**config.mk**
```make
export PLATFORM = sky130hd
export DESIGN_NAME = sbcs_baud_gen
export DESIGN_NICKNAME = d
export VERILOG_FILES = /design/src/logic/sbcs_prescaler.v /design/src/logic/sbcs_baud_gen.v
export VERILOG_INCLUDE_DIRS = /design/src /design/src/inc
export SDC_FILE = /design/constraint.sdc
export NUM_CORES = 1
export LEC_CHECK = 0
export BUFFER_PORTS_ARGS = -buffer_cell sky130_fd_sc_hd__clkbuf_2
export CORE_ASPECT_RATIO = 1.1
export CORE_UTILIZATION = 35
export CTS_BUF_LIST = sky130_fd_sc_hd__clkbuf_8
export CTS_CLUSTER_SIZE = 30
export DETAILED_ROUTE_END_ITERATION = 16
export SKIP_CTS_REPAIR_TIMING = 1
export SYNTH_ARGS = -nofsm -noshare
export SYNTH_HDL_FRONTEND = slang
export SYNTH_SLANG_ARGS = --single-unit
```
**constraint.sdc**
```tcl
create_clock -name sys_clk -period 2.6 [get_ports sys_clk]
set_clock_uncertainty 0.1 [all_clocks]
set_input_delay 0.26 -clock sys_clk [delete_from_list [all_inputs] [get_ports sys_clk]]
set_output_delay 0.26 -clock sys_clk [all_outputs]
set_load 0.02 [all_outputs]
```
**src/inc/sbcs_defines.vh**
```
`ifndef SBCS_DEFINES_VH
`define SBCS_DEFINES_VH
// Divider field position inside the channel data/divider word
`define SBCS_DIV_MSB 15
`define SBCS_DIV_LSB 9
`define SBCS_DIV_W 7
`define SBCS_DIV_MIN 7'h02
`define SBCS_DIV_MAX 7'h7f
// Prescaler code layout and special values
`define SBCS_PRS_W 4
`define SBCS_PRS_MAX_DIV 4'hb
`define SBCS_PRS_TIMER 4'hf
`define SBCS_PRS_CNT_W 11
`define SBCS_PRS_TAPS 12
// Bit-rate generator states (one-hot)
`define SBCS_ST_IDLE 2'h1
`define SBCS_ST_RUN 2'h2
`endif

```
**src/logic/sbcs_prescaler.v**
```verilog
`timescale 1ns/100ps
`include "sbcs_defines.vh"
// Free-running power-of-two prescaler; one enable pulse per tap
module sbcs_prescaler #(
	parameter TAPS = 12
) (
	input wire sys_clk,
	input wire rst_n,
	output wire [TAPS-1:0] tap_pulse
);
	reg [TAPS-2:0] cnt_reg;
	wire [TAPS-2:0] cnt_next;

	assign cnt_next = cnt_reg + {{(TAPS-2){1'b0}}, 1'b1};

	always @(posedge sys_clk or negedge rst_n) begin
		if (!rst_n) begin
			cnt_reg <= {(TAPS-1){1'b0}};
		end else begin
			cnt_reg <= cnt_next;
		end
	end

	// Tap k pulses once every 2^k clocks; tap 0 is every clock
	assign tap_pulse[0] = 1'b1;
	genvar k;
	generate
		for (k = 1; k < TAPS; k = k + 1) begin : g_tap
			assign tap_pulse[k] = &cnt_reg[k-1:0];
		end
	endgenerate
endmodule // sbcs_prescaler

```
**src/logic/sbcs_baud_gen.v**
```verilog
`timescale 1ns/100ps
`include "sbcs_defines.vh"
module sbcs_baud_gen #(
	parameter UNIT_IS_ZERO = 1
) (
	input wire sys_clk,
	input wire nrst,
	input wire [15:0] channel_data_divider_reg,
	input wire [7:0] unit_prescaler_select,
	input wire channel_clock_select_bit,
	input wire channel_enable,
	input wire timer_ch2_interrupt_clock,
	output wire channel_operation_clock,
	output wire baud_tick,
	output wire baud_clk,
	output wire config_error
);
	////////////////////////////////////////////////////////////////////////
	// Reset is applied at once but released only on a clock edge
	reg rst_sync1_reg;
	reg rst_sync2_reg;
	wire rst_n;

	always @(posedge sys_clk or negedge nrst) begin
		if (!nrst) begin
			rst_sync1_reg <= 1'b0;
			rst_sync2_reg <= 1'b0;
		end else begin
			rst_sync1_reg <= 1'b1;
			rst_sync2_reg <= rst_sync1_reg;
		end
	end
	assign rst_n = rst_sync2_reg;

	////////////////////////////////////////////////////////////////////////
	// Timer interrupt is treated as foreign: synchronise, then edge-detect
	// Levels shorter than one clock can be lost; the timer is far slower
	reg tmr_sync1_reg;
	reg tmr_sync2_reg;
	reg tmr_last_reg;
	wire tmr_pulse;

	always @(posedge sys_clk or negedge rst_n) begin
		if (!rst_n) begin
			tmr_sync1_reg <= 1'b0;
			tmr_sync2_reg <= 1'b0;
			tmr_last_reg <= 1'b0;
		end else begin
			tmr_sync1_reg <= timer_ch2_interrupt_clock;
			tmr_sync2_reg <= tmr_sync1_reg;
			tmr_last_reg <= tmr_sync2_reg;
		end
	end
	assign tmr_pulse = tmr_sync2_reg & ~tmr_last_reg;

	////////////////////////////////////////////////////////////////////////
	localparam NUM_TAPS = `SBCS_PRS_TAPS;

	wire [NUM_TAPS-1:0] tap_pulse;

	sbcs_prescaler #(
		.TAPS(NUM_TAPS)
	) sbcs_prescaler_inst (
		.sys_clk(sys_clk),
		.rst_n(rst_n),
		.tap_pulse(tap_pulse)
	);

	wire [3:0] lower_prescaler_code;
	wire [3:0] upper_prescaler_code;
	wire [3:0] sel_code;
	reg mck_en;
	reg code_bad;

	// Configuration comes from logic on this clock, so it is used as is
	assign lower_prescaler_code = unit_prescaler_select[3:0];
	assign upper_prescaler_code = unit_prescaler_select[7:4];
	// The unused nibble never reaches the selection
	assign sel_code = channel_clock_select_bit ? upper_prescaler_code :
		lower_prescaler_code;

	// One-hot decode of the code, then one AND per tap: a flat AND-OR
	// instead of a variable index, and reserved codes hit no tap at all
	wire [15:0] code_hot;
	wire [NUM_TAPS-1:0] tap_hit;
	wire tap_en;

	assign code_hot = 16'h0001 << sel_code;

	genvar t;
	generate
		for (t = 0; t < NUM_TAPS; t = t + 1) begin : g_tap_sel
			assign tap_hit[t] = tap_pulse[t] & code_hot[t];
		end
	endgenerate
	assign tap_en = |tap_hit;

	always @* begin
		mck_en = 1'b0;
		code_bad = 1'b0;
		if (sel_code <= `SBCS_PRS_MAX_DIV) begin
			mck_en = tap_en;
		end else if (sel_code == `SBCS_PRS_TIMER) begin
			if (UNIT_IS_ZERO != 0) begin
				mck_en = tmr_pulse;
			end else begin
				code_bad = 1'b1;
			end
		end else begin
			// Reserved codes give no clock at all
			code_bad = 1'b1;
		end
	end

	// One-cycle enable standing in for the channel operation clock
	assign channel_operation_clock = mck_en;

	////////////////////////////////////////////////////////////////////////
	wire [6:0] div_field;
	wire div_bad;

	// Only the divider field counts; the low data bits are ignored
	assign div_field =
		channel_data_divider_reg[`SBCS_DIV_MSB:`SBCS_DIV_LSB];
	// Forbidden divider values are flagged and halt the generator
	assign div_bad = div_field < `SBCS_DIV_MIN;

	// Generator is either parked or counting half bits
	localparam ST_IDLE = `SBCS_ST_IDLE;
	localparam ST_RUN = `SBCS_ST_RUN;

	reg [1:0] state_reg;
	reg [1:0] state_next;
	reg [6:0] cnt_reg;
	reg [6:0] cnt_next;
	reg half_done;
	reg tick_next;
	reg clk_next;
	reg err_next;
	reg baud_tick_reg;
	reg baud_clk_reg;
	reg config_error_reg;

	always @* begin
		state_next = state_reg;
		cnt_next = cnt_reg;
		tick_next = 1'b0;
		clk_next = baud_clk_reg;
		err_next = div_bad | code_bad;
		half_done = 1'b0;
		case (state_reg)
			ST_IDLE: begin
				cnt_next = 7'h00;
				clk_next = 1'b0;
				if (channel_enable && !div_bad && !code_bad) begin
					state_next = ST_RUN;
				end
			end
			ST_RUN: begin
				if (!channel_enable || div_bad || code_bad) begin
					state_next = ST_IDLE;
					cnt_next = 7'h00;
					clk_next = 1'b0;
				end else if (mck_en) begin
					// div+1 operation-clock cycles per half bit, two halves
					half_done = (cnt_reg == div_field);
					if (half_done) begin
						cnt_next = 7'h00;
						clk_next = ~baud_clk_reg;
						tick_next = baud_clk_reg;
					end else begin
						cnt_next = cnt_reg + 7'h01;
					end
				end
			end
			default: begin
				state_next = ST_IDLE;
				cnt_next = 7'h00;
				clk_next = 1'b0;
			end
		endcase
	end

	always @(posedge sys_clk or negedge rst_n) begin
		if (!rst_n) begin
			state_reg <= ST_IDLE;
			cnt_reg <= 7'h00;
		end else begin
			state_reg <= state_next;
			cnt_reg <= cnt_next;
		end
	end

	////////////////////////////////////////////////////////////////////////
	// Tick, bit clock and error outputs straight from flip-flops so a receiver sees no glitches
	always @(posedge sys_clk or negedge rst_n) begin
		if (!rst_n) begin
			baud_tick_reg <= 1'b0;
			baud_clk_reg <= 1'b0;
			config_error_reg <= 1'b0;
		end else begin
			baud_tick_reg <= tick_next;
			baud_clk_reg <= clk_next;
			config_error_reg <= err_next;
		end
	end

	assign baud_tick = baud_tick_reg;
	assign baud_clk = baud_clk_reg;
	assign config_error = config_error_reg;

	// Changing the system clock is safe only with the channel disabled;
	// software owns the stop sequence, the block just restarts cleanly
	// when channel_enable returns.
endmodule // sbcs_baud_gen

```
Yosys cells after proc, flatten, opt, wreduce, memory -nomap -nowiden

Index checks and enable logic that the tools add are counted.

Register bits after elaboration: 28
Bits of input ports: 29
Output and inout port bits: 4
Logic and storage cells: 79

Add/subtract/negate cells: 2
Magnitude comparators: 2
Eq/ne operators: 8
Shifts and indexed selects: 1
Muxes and demuxes: 20
Bitwise operators: 15
Reductions and logical operators: 20

Operator list:

| cell                                                                 | count |
|---|---|
| 7-bit two-way mux                                                    | 4 |
| 1-bit AND                                                            | 12 |
| 1-bit two-way mux                                                    | 12 |
| 12-bit OR reduction                                                  | 1 |
| 1-bit by 4-bit << shifter with 12-bit output, first input constant   | 1 |
| 11-bit by 1-bit adder with 11-bit output, second input constant      | 1 |
| 11-bit AND reduction                                                 | 1 |
| 10-bit AND reduction                                                 | 1 |
| 9-bit AND reduction                                                  | 1 |
| 8-bit AND reduction                                                  | 1 |
| 7-bit by 1-bit adder with 7-bit output, second input constant        | 1 |
| 7-bit equality test                                                  | 1 |
| 7-bit by 2-bit < comparator with 1-bit output, second input constant | 1 |
| 7-bit AND reduction                                                  | 1 |
| 3-bit inequality test, second input constant                         | 2 |
| 2-bit AND reduction                                                  | 3 |
| 6-bit AND reduction                                                  | 1 |
| 5-bit AND reduction                                                  | 1 |
| 4-bit equality test, second input constant                           | 1 |
| 4-bit <= comparator, second input constant                           | 1 |
| 2-bit two-way mux                                                    | 2 |
| 4-bit two-way mux                                                    | 1 |
| 2-bit inequality test, second input constant                         | 2 |
| 2-bit one-hot mux with 2 select lines                                | 1 |
| 9 further kinds                                                      | 14 |

Depth between registers and ports, before layout

Depth in word-level cells: 8
Mapped depth: 12
Gate-level depth less buffers: 12

By module

Synthesis repeated with hierarchy kept, for this count alone.

Cell total of the unflattened synthesis: 155
Area, all modules: 1,605.3 µm²

Modules (own cells, without submodules):

| module         | instances | cells each | area an instance (µm²) | sequential area each (µm²) |
|---|---|---|---|---|
| sbcs_baud_gen  | 1         | 113        | 1,102.3                | 426.7 |
| sbcs_prescaler | 1         | 42         | 503.0                  | 275.3 |

Worst setup path before layout

Ideal clock, no wire load.

Path kind: register -> register
From: register sbcs_prescaler_inst.cnt_reg[0]
To: register cnt_reg[6]
Setup time: 0.087 ns
Arrival: 2.444 ns
Required time: 2.413 ns
Slack: -0.030 ns
Stages on the path, launching flop included: 13
Buffers on the path: 0
Clock period less this slack: 2.630 ns
Path through: dfrtp_1 -> ha_1 -> and3_1 -> nand2_1 -> inv_1 -> ha_1 -> inv_1 -> o32a_1 -> a221o_1 -> and4_4 -> inv_1 -> o21ai_1 -> o211ai_1

Longest elaborated chain between the ends: 5
Elaborated cells between the ends (all ways): 24
Those cells by class: eq/ne: 1; mux: 1; bitwise: 11; reduce/logical: 11

Ends and longest elaborated chain:

| item                                         | line                | source |
|---|---|---|
| start, declared                              | sbcs_prescaler.v:11 | `reg [TAPS-2:0] cnt_reg;` |
| start signal, assigned                       | sbcs_prescaler.v:18 | `cnt_reg <= {(TAPS-1){1'b0}};` |
| start signal, assigned                       | sbcs_prescaler.v:20 | `cnt_reg <= cnt_next;` |
| 11-bit AND reduction (tied with other cells) | sbcs_prescaler.v:29 | `assign tap_pulse[k] = &cnt_reg[k-1:0];` |
| 1-bit AND                                    | sbcs_baud_gen.v:93  | `assign tap_hit[t] = tap_pulse[t] & code_hot[t];` |
| 12-bit OR reduction (*)                      | sbcs_baud_gen.v:96  | `assign tap_en = \|tap_hit;` |
| 1-bit two-way mux (*)                        | sbcs_baud_gen.v:101 | `` if (sel_code <= `SBCS_PRS_MAX_DIV) begin `` |
| net channel_operation_clock                  | sbcs_baud_gen.v:13  | `output wire channel_operation_clock,` |
| 3-bit inequality test (no source line) (*)   | n/a                 |  |
| end signal, assigned                         | sbcs_baud_gen.v:190 | `cnt_reg <= cnt_next;` |
| end, declared                                | sbcs_baud_gen.v:134 | `reg [6:0] cnt_reg;` |

The timed path passes the listed nets; every way through them passes the cells marked *.
A chain may end at the register's enable or synchronous reset.

Final worst setup path

From: register sbcs_prescaler_inst.cnt_reg[0]
To: output channel_operation_clock

Longest elaborated chain between the ends: 4
Elaborated cells between the ends (all ways): 23
Those cells by class: mux: 1; bitwise: 11; reduce/logical: 11

Ends and longest elaborated chain:

| item                                         | line |
|---|---|
| 11-bit AND reduction (tied with other cells) | sbcs_prescaler.v:29 |
| 1-bit AND                                    | sbcs_baud_gen.v:93 |
| 12-bit OR reduction (*)                      | sbcs_baud_gen.v:96 |
| 1-bit two-way mux (*)                        | sbcs_baud_gen.v:101 |
| end, declared                                | sbcs_baud_gen.v:13 |

Every way passes the cells marked *; elsewhere a longest branch is shown, timed or not.

==> flow_metrics.py <==
metrics = {
    "pwr": {
        "irDropWorstVdd_v": 0.000287,
        "p_leak_nw": 0.860,
        "cellPowerDensity_nw_per_um2": 423,
    },
    "global_routing": {
        "grt.total_usage_pct": 14.7,
        "grt_busiest_layer": "met2",
        "grt_pass1_wl_mm": 5.35,
        "grtUsageMet3_pct": 2.74,
        "grt_overflow": 0,
        "grt_pass1_vias": 1266,
        "met2_usage_pct": 26.2,
        "grt_max_degree": 27,
        "antenna_found_initial": 0,
        "grt_util_met1_pct": 18.1,
    },
    "yosys": {
        "yosysWarnings": 0,
        "ys.flop_type": "dfrtp_1",
        "avgSynthCellArea_um2": 9.96,
        "synth_seq_cells": 28,
        "ys_seq_area_share_pct": 46.7,
        "yosysUniqueCellTypes": 40,
        "syn_inst": 151,
        "async_flop_share_pct": 100,
        "syn_area_um2": 1500,
        "synth_nets": 184,
        "synth_edf_count": 0,
    },
    "clocking": {
        "cts_tree": "built",
        "htreeDepth": 1,
        "cts_sinks": 28,
        "cts_buffer_depth": 2,
        "cts_buffers": 3,
        "clock-root-buffer": "clkbuf_8",
        "clkTransAtPathRegs_ns": 0.09,
        "insertion_delay_ns": 0.27,
    },
    "floorplanning": {
        "io_pins": 33,
        "start_util_pct": 37.1,
        "die_h_um": 70.8,
        "die_w_um": 64.5,
        "rows": 24,
        "core-area_um2": 4050,
        "dieArea_um2": 4560,
    },
    "drt": {
        "dr_total_vias": 1283,
        "routed_via_density": 5.24,
        "drt_iter0_drc": 66,
        "wl_per_cell_um": 13.3,
        "drt_wl_total_mm": 3.27,
        "antenna_left": 0,
        "drt-pass1-iter-count": 4,
        "drcViolationCount": 0,
    },
    "sta": {
        "final_hold_viol_count": 0,
        "fin_crit_sh_pct": 101,
        "relSlewSlack_pct": 29.8,
        "layout_setup_ws_ns": -0.0171,
        "tightest_slew_ns": 1.05,
        "rsz0062_at_grt": "true",
        "min_period_ns": 2.62,
        "fmax_ghz": 0.382,
        "finalSetupViolCount": 2,
        "whs_ns": 0.164,
        "slew_viol_final": 0,
    },
    "worst_setup_path": {
        "crit_path_max_fanout": 5,
        "critPathCaptureType": "output port",
        "crit_path_start_kind": "flop",
        "rrSetupSlack_ns": 0,
        "crit_arrival_ns": 2.26,
        "cp.required_ns": 2.24,
        "crit_type": "flop to output port",
        "r2r_cells": 12,
    },
    "placed_design": {
        "dpl.hpwl_mm": 2.44,
        "placed_cell_area_um2": 1740,
        "io_buffer_count": 23,
        "place_congestion": 0.873,
    },
    "job": {
        "drv_cap": 0,
    },
    "finish": {
        "fin_nets": 227,
        "syn_to_final_growth_pct": 25.9,
        "n_antenna_cell": 0,
        "layout-drive-gt1-share_pct": 29.0,
        "largest_reg_flops": 11,
        "fin_area_um2": 1890,
    },
    "worst_hold_path": {
        "hp-class": "input pin to flop",
        "min_path_cells": 2,
    },
    "outcome": {
        "violations": "setup timing",
        "run_status": "complete, but fails checks",
    },
}
[power by group]
| part | switching (W) | internal (W) | total, W |
|---|---|---|---|
| sequential | 0.0000151 | 0.000451 | 0.000466 |
| clock | 0.000130 | 0.000106 | 0.000236 |
| combinational | 0.0000512 | 0.0000484 | 0.0000996 |
| total | 0.000196 | 0.000605 | 0.000801 |
[final timing paths]
check / from / end
max: sbcs_prescaler_inst.cnt_reg[0] / channel_operation_clock
min: channel_enable / state_reg[1]
max reg2reg: sbcs_prescaler_inst.cnt_reg[0] / baud_clk
min reg2reg: tmr_sync1_reg / tmr_sync2_reg
max in group asynchronous: rst_n / cnt_reg[2]
min in group asynchronous: nrst / rst_sync1_reg
[per-layer routing]
metal / vias to the layer above / wire length (µm)
li1: 627 / -
met1: 619 / 1440
met2: 31 / 1670
met3: 6 / 122
met4: 0 / 39
met5: - / 0
[Yosys cell counts (2+ instances only)]
library cell	n	area share (%)
a21oi_1	6	2.0
and2_1	3	1.2
and3_1	4	1.7
and4_1	2	1.2
dfrtp_1	27	45
ha_1	4	3.3
inv_1	10	2.5
mux2i_1	4	2.7
nand2_1	11	2.7
nand2b_1	4	1.7
nand3_1	14	4.7
nand3b_1	5	2.5
nand4_1	2	0.83
nor2_1	3	0.75
nor3_1	4	1.3
nor4_1	2	0.83
o211ai_1	2	1.0
o21ai_0	4	1.3
o22ai_1	4	1.7
o32a_1	2	1.3
or2_2	2	0.83
xnor2_1	10	5.8
xor2_1	5	2.9
[placed cells by master (no fill, tap or decap), types with 5 or more instances in the layout]
cell type / netlist / layout
dfrtp_1: 27 / 27
clkbuf_2: 0 / 22
buf_4: 0 / 15
nand3_1: 14 / 14
xnor2_1: 10 / 10
nand2_1: 11 / 10
inv_1: 10 / 8
a21oi_1: 6 / 5
nand3b_1: 5 / 5
xor2_1: 5 / 5
[metrics by stage]
| stage | total power, W | util (%) | cells | setup TNS, ns | setup WS, ns |
|---|---|---|---|---|---|
| 2_1_floorplan | 0.000526 | - | 151 | 0 | 0.0188 |
| 3_3_place_gp | 0.000561 | 43.0 | 234 | 0 | 0.0180 |
| 3_5_place_dp | 0.000567 | 43.0 | 234 | -0.101 | -0.0571 |
| 4_1_cts | 0.000803 | 44.1 | 238 | -0.467 | -0.293 |
| 5_1_grt | 0.000843 | 46.7 | 245 | -0.552 | -0.130 |
| 6_report | 0.000801 | 46.7 | 245 | -0.0185 | -0.0171 |
[cell families after synthesis]
kind of cell / Yosys count / synth area share, %
AO/OA/AOI/OAI: 24 / 10.6
other: 1 / 0.249
adder cells (fa/ha/maj): 4 / 3.33
buffers and inverters: 12 / 3.58
flip-flops: 28 / 46.7
XOR/XNOR: 15 / 8.74
multiplexers: 5 / 3.41
AND/OR/NAND/NOR: 62 / 23.4
[layout make-up]
class	count	area, µm²
fill	402	2160
clock buffer	3	41.3
tap	52	65.1
inverter	10	42.5
multi-input combinational	111	785
sequential	28	702
timing repair buffer	40	254
clock inverter	1	3.75
[critical path, cell delays in order (launching register included)]
cell and delay, ns:
dfrtp_1 0.36, ha_2 0.19, and3_4 0.21, nand2_4 0.06, inv_4 0.06, ha_4 0.13
inv_2 0.03, o32a_1 0.27, a221o_1 0.33, and4_4 0.18, inv_4 0.06, buf_6 0.11
Note: power is estimated with default switching activity, not from simulation.
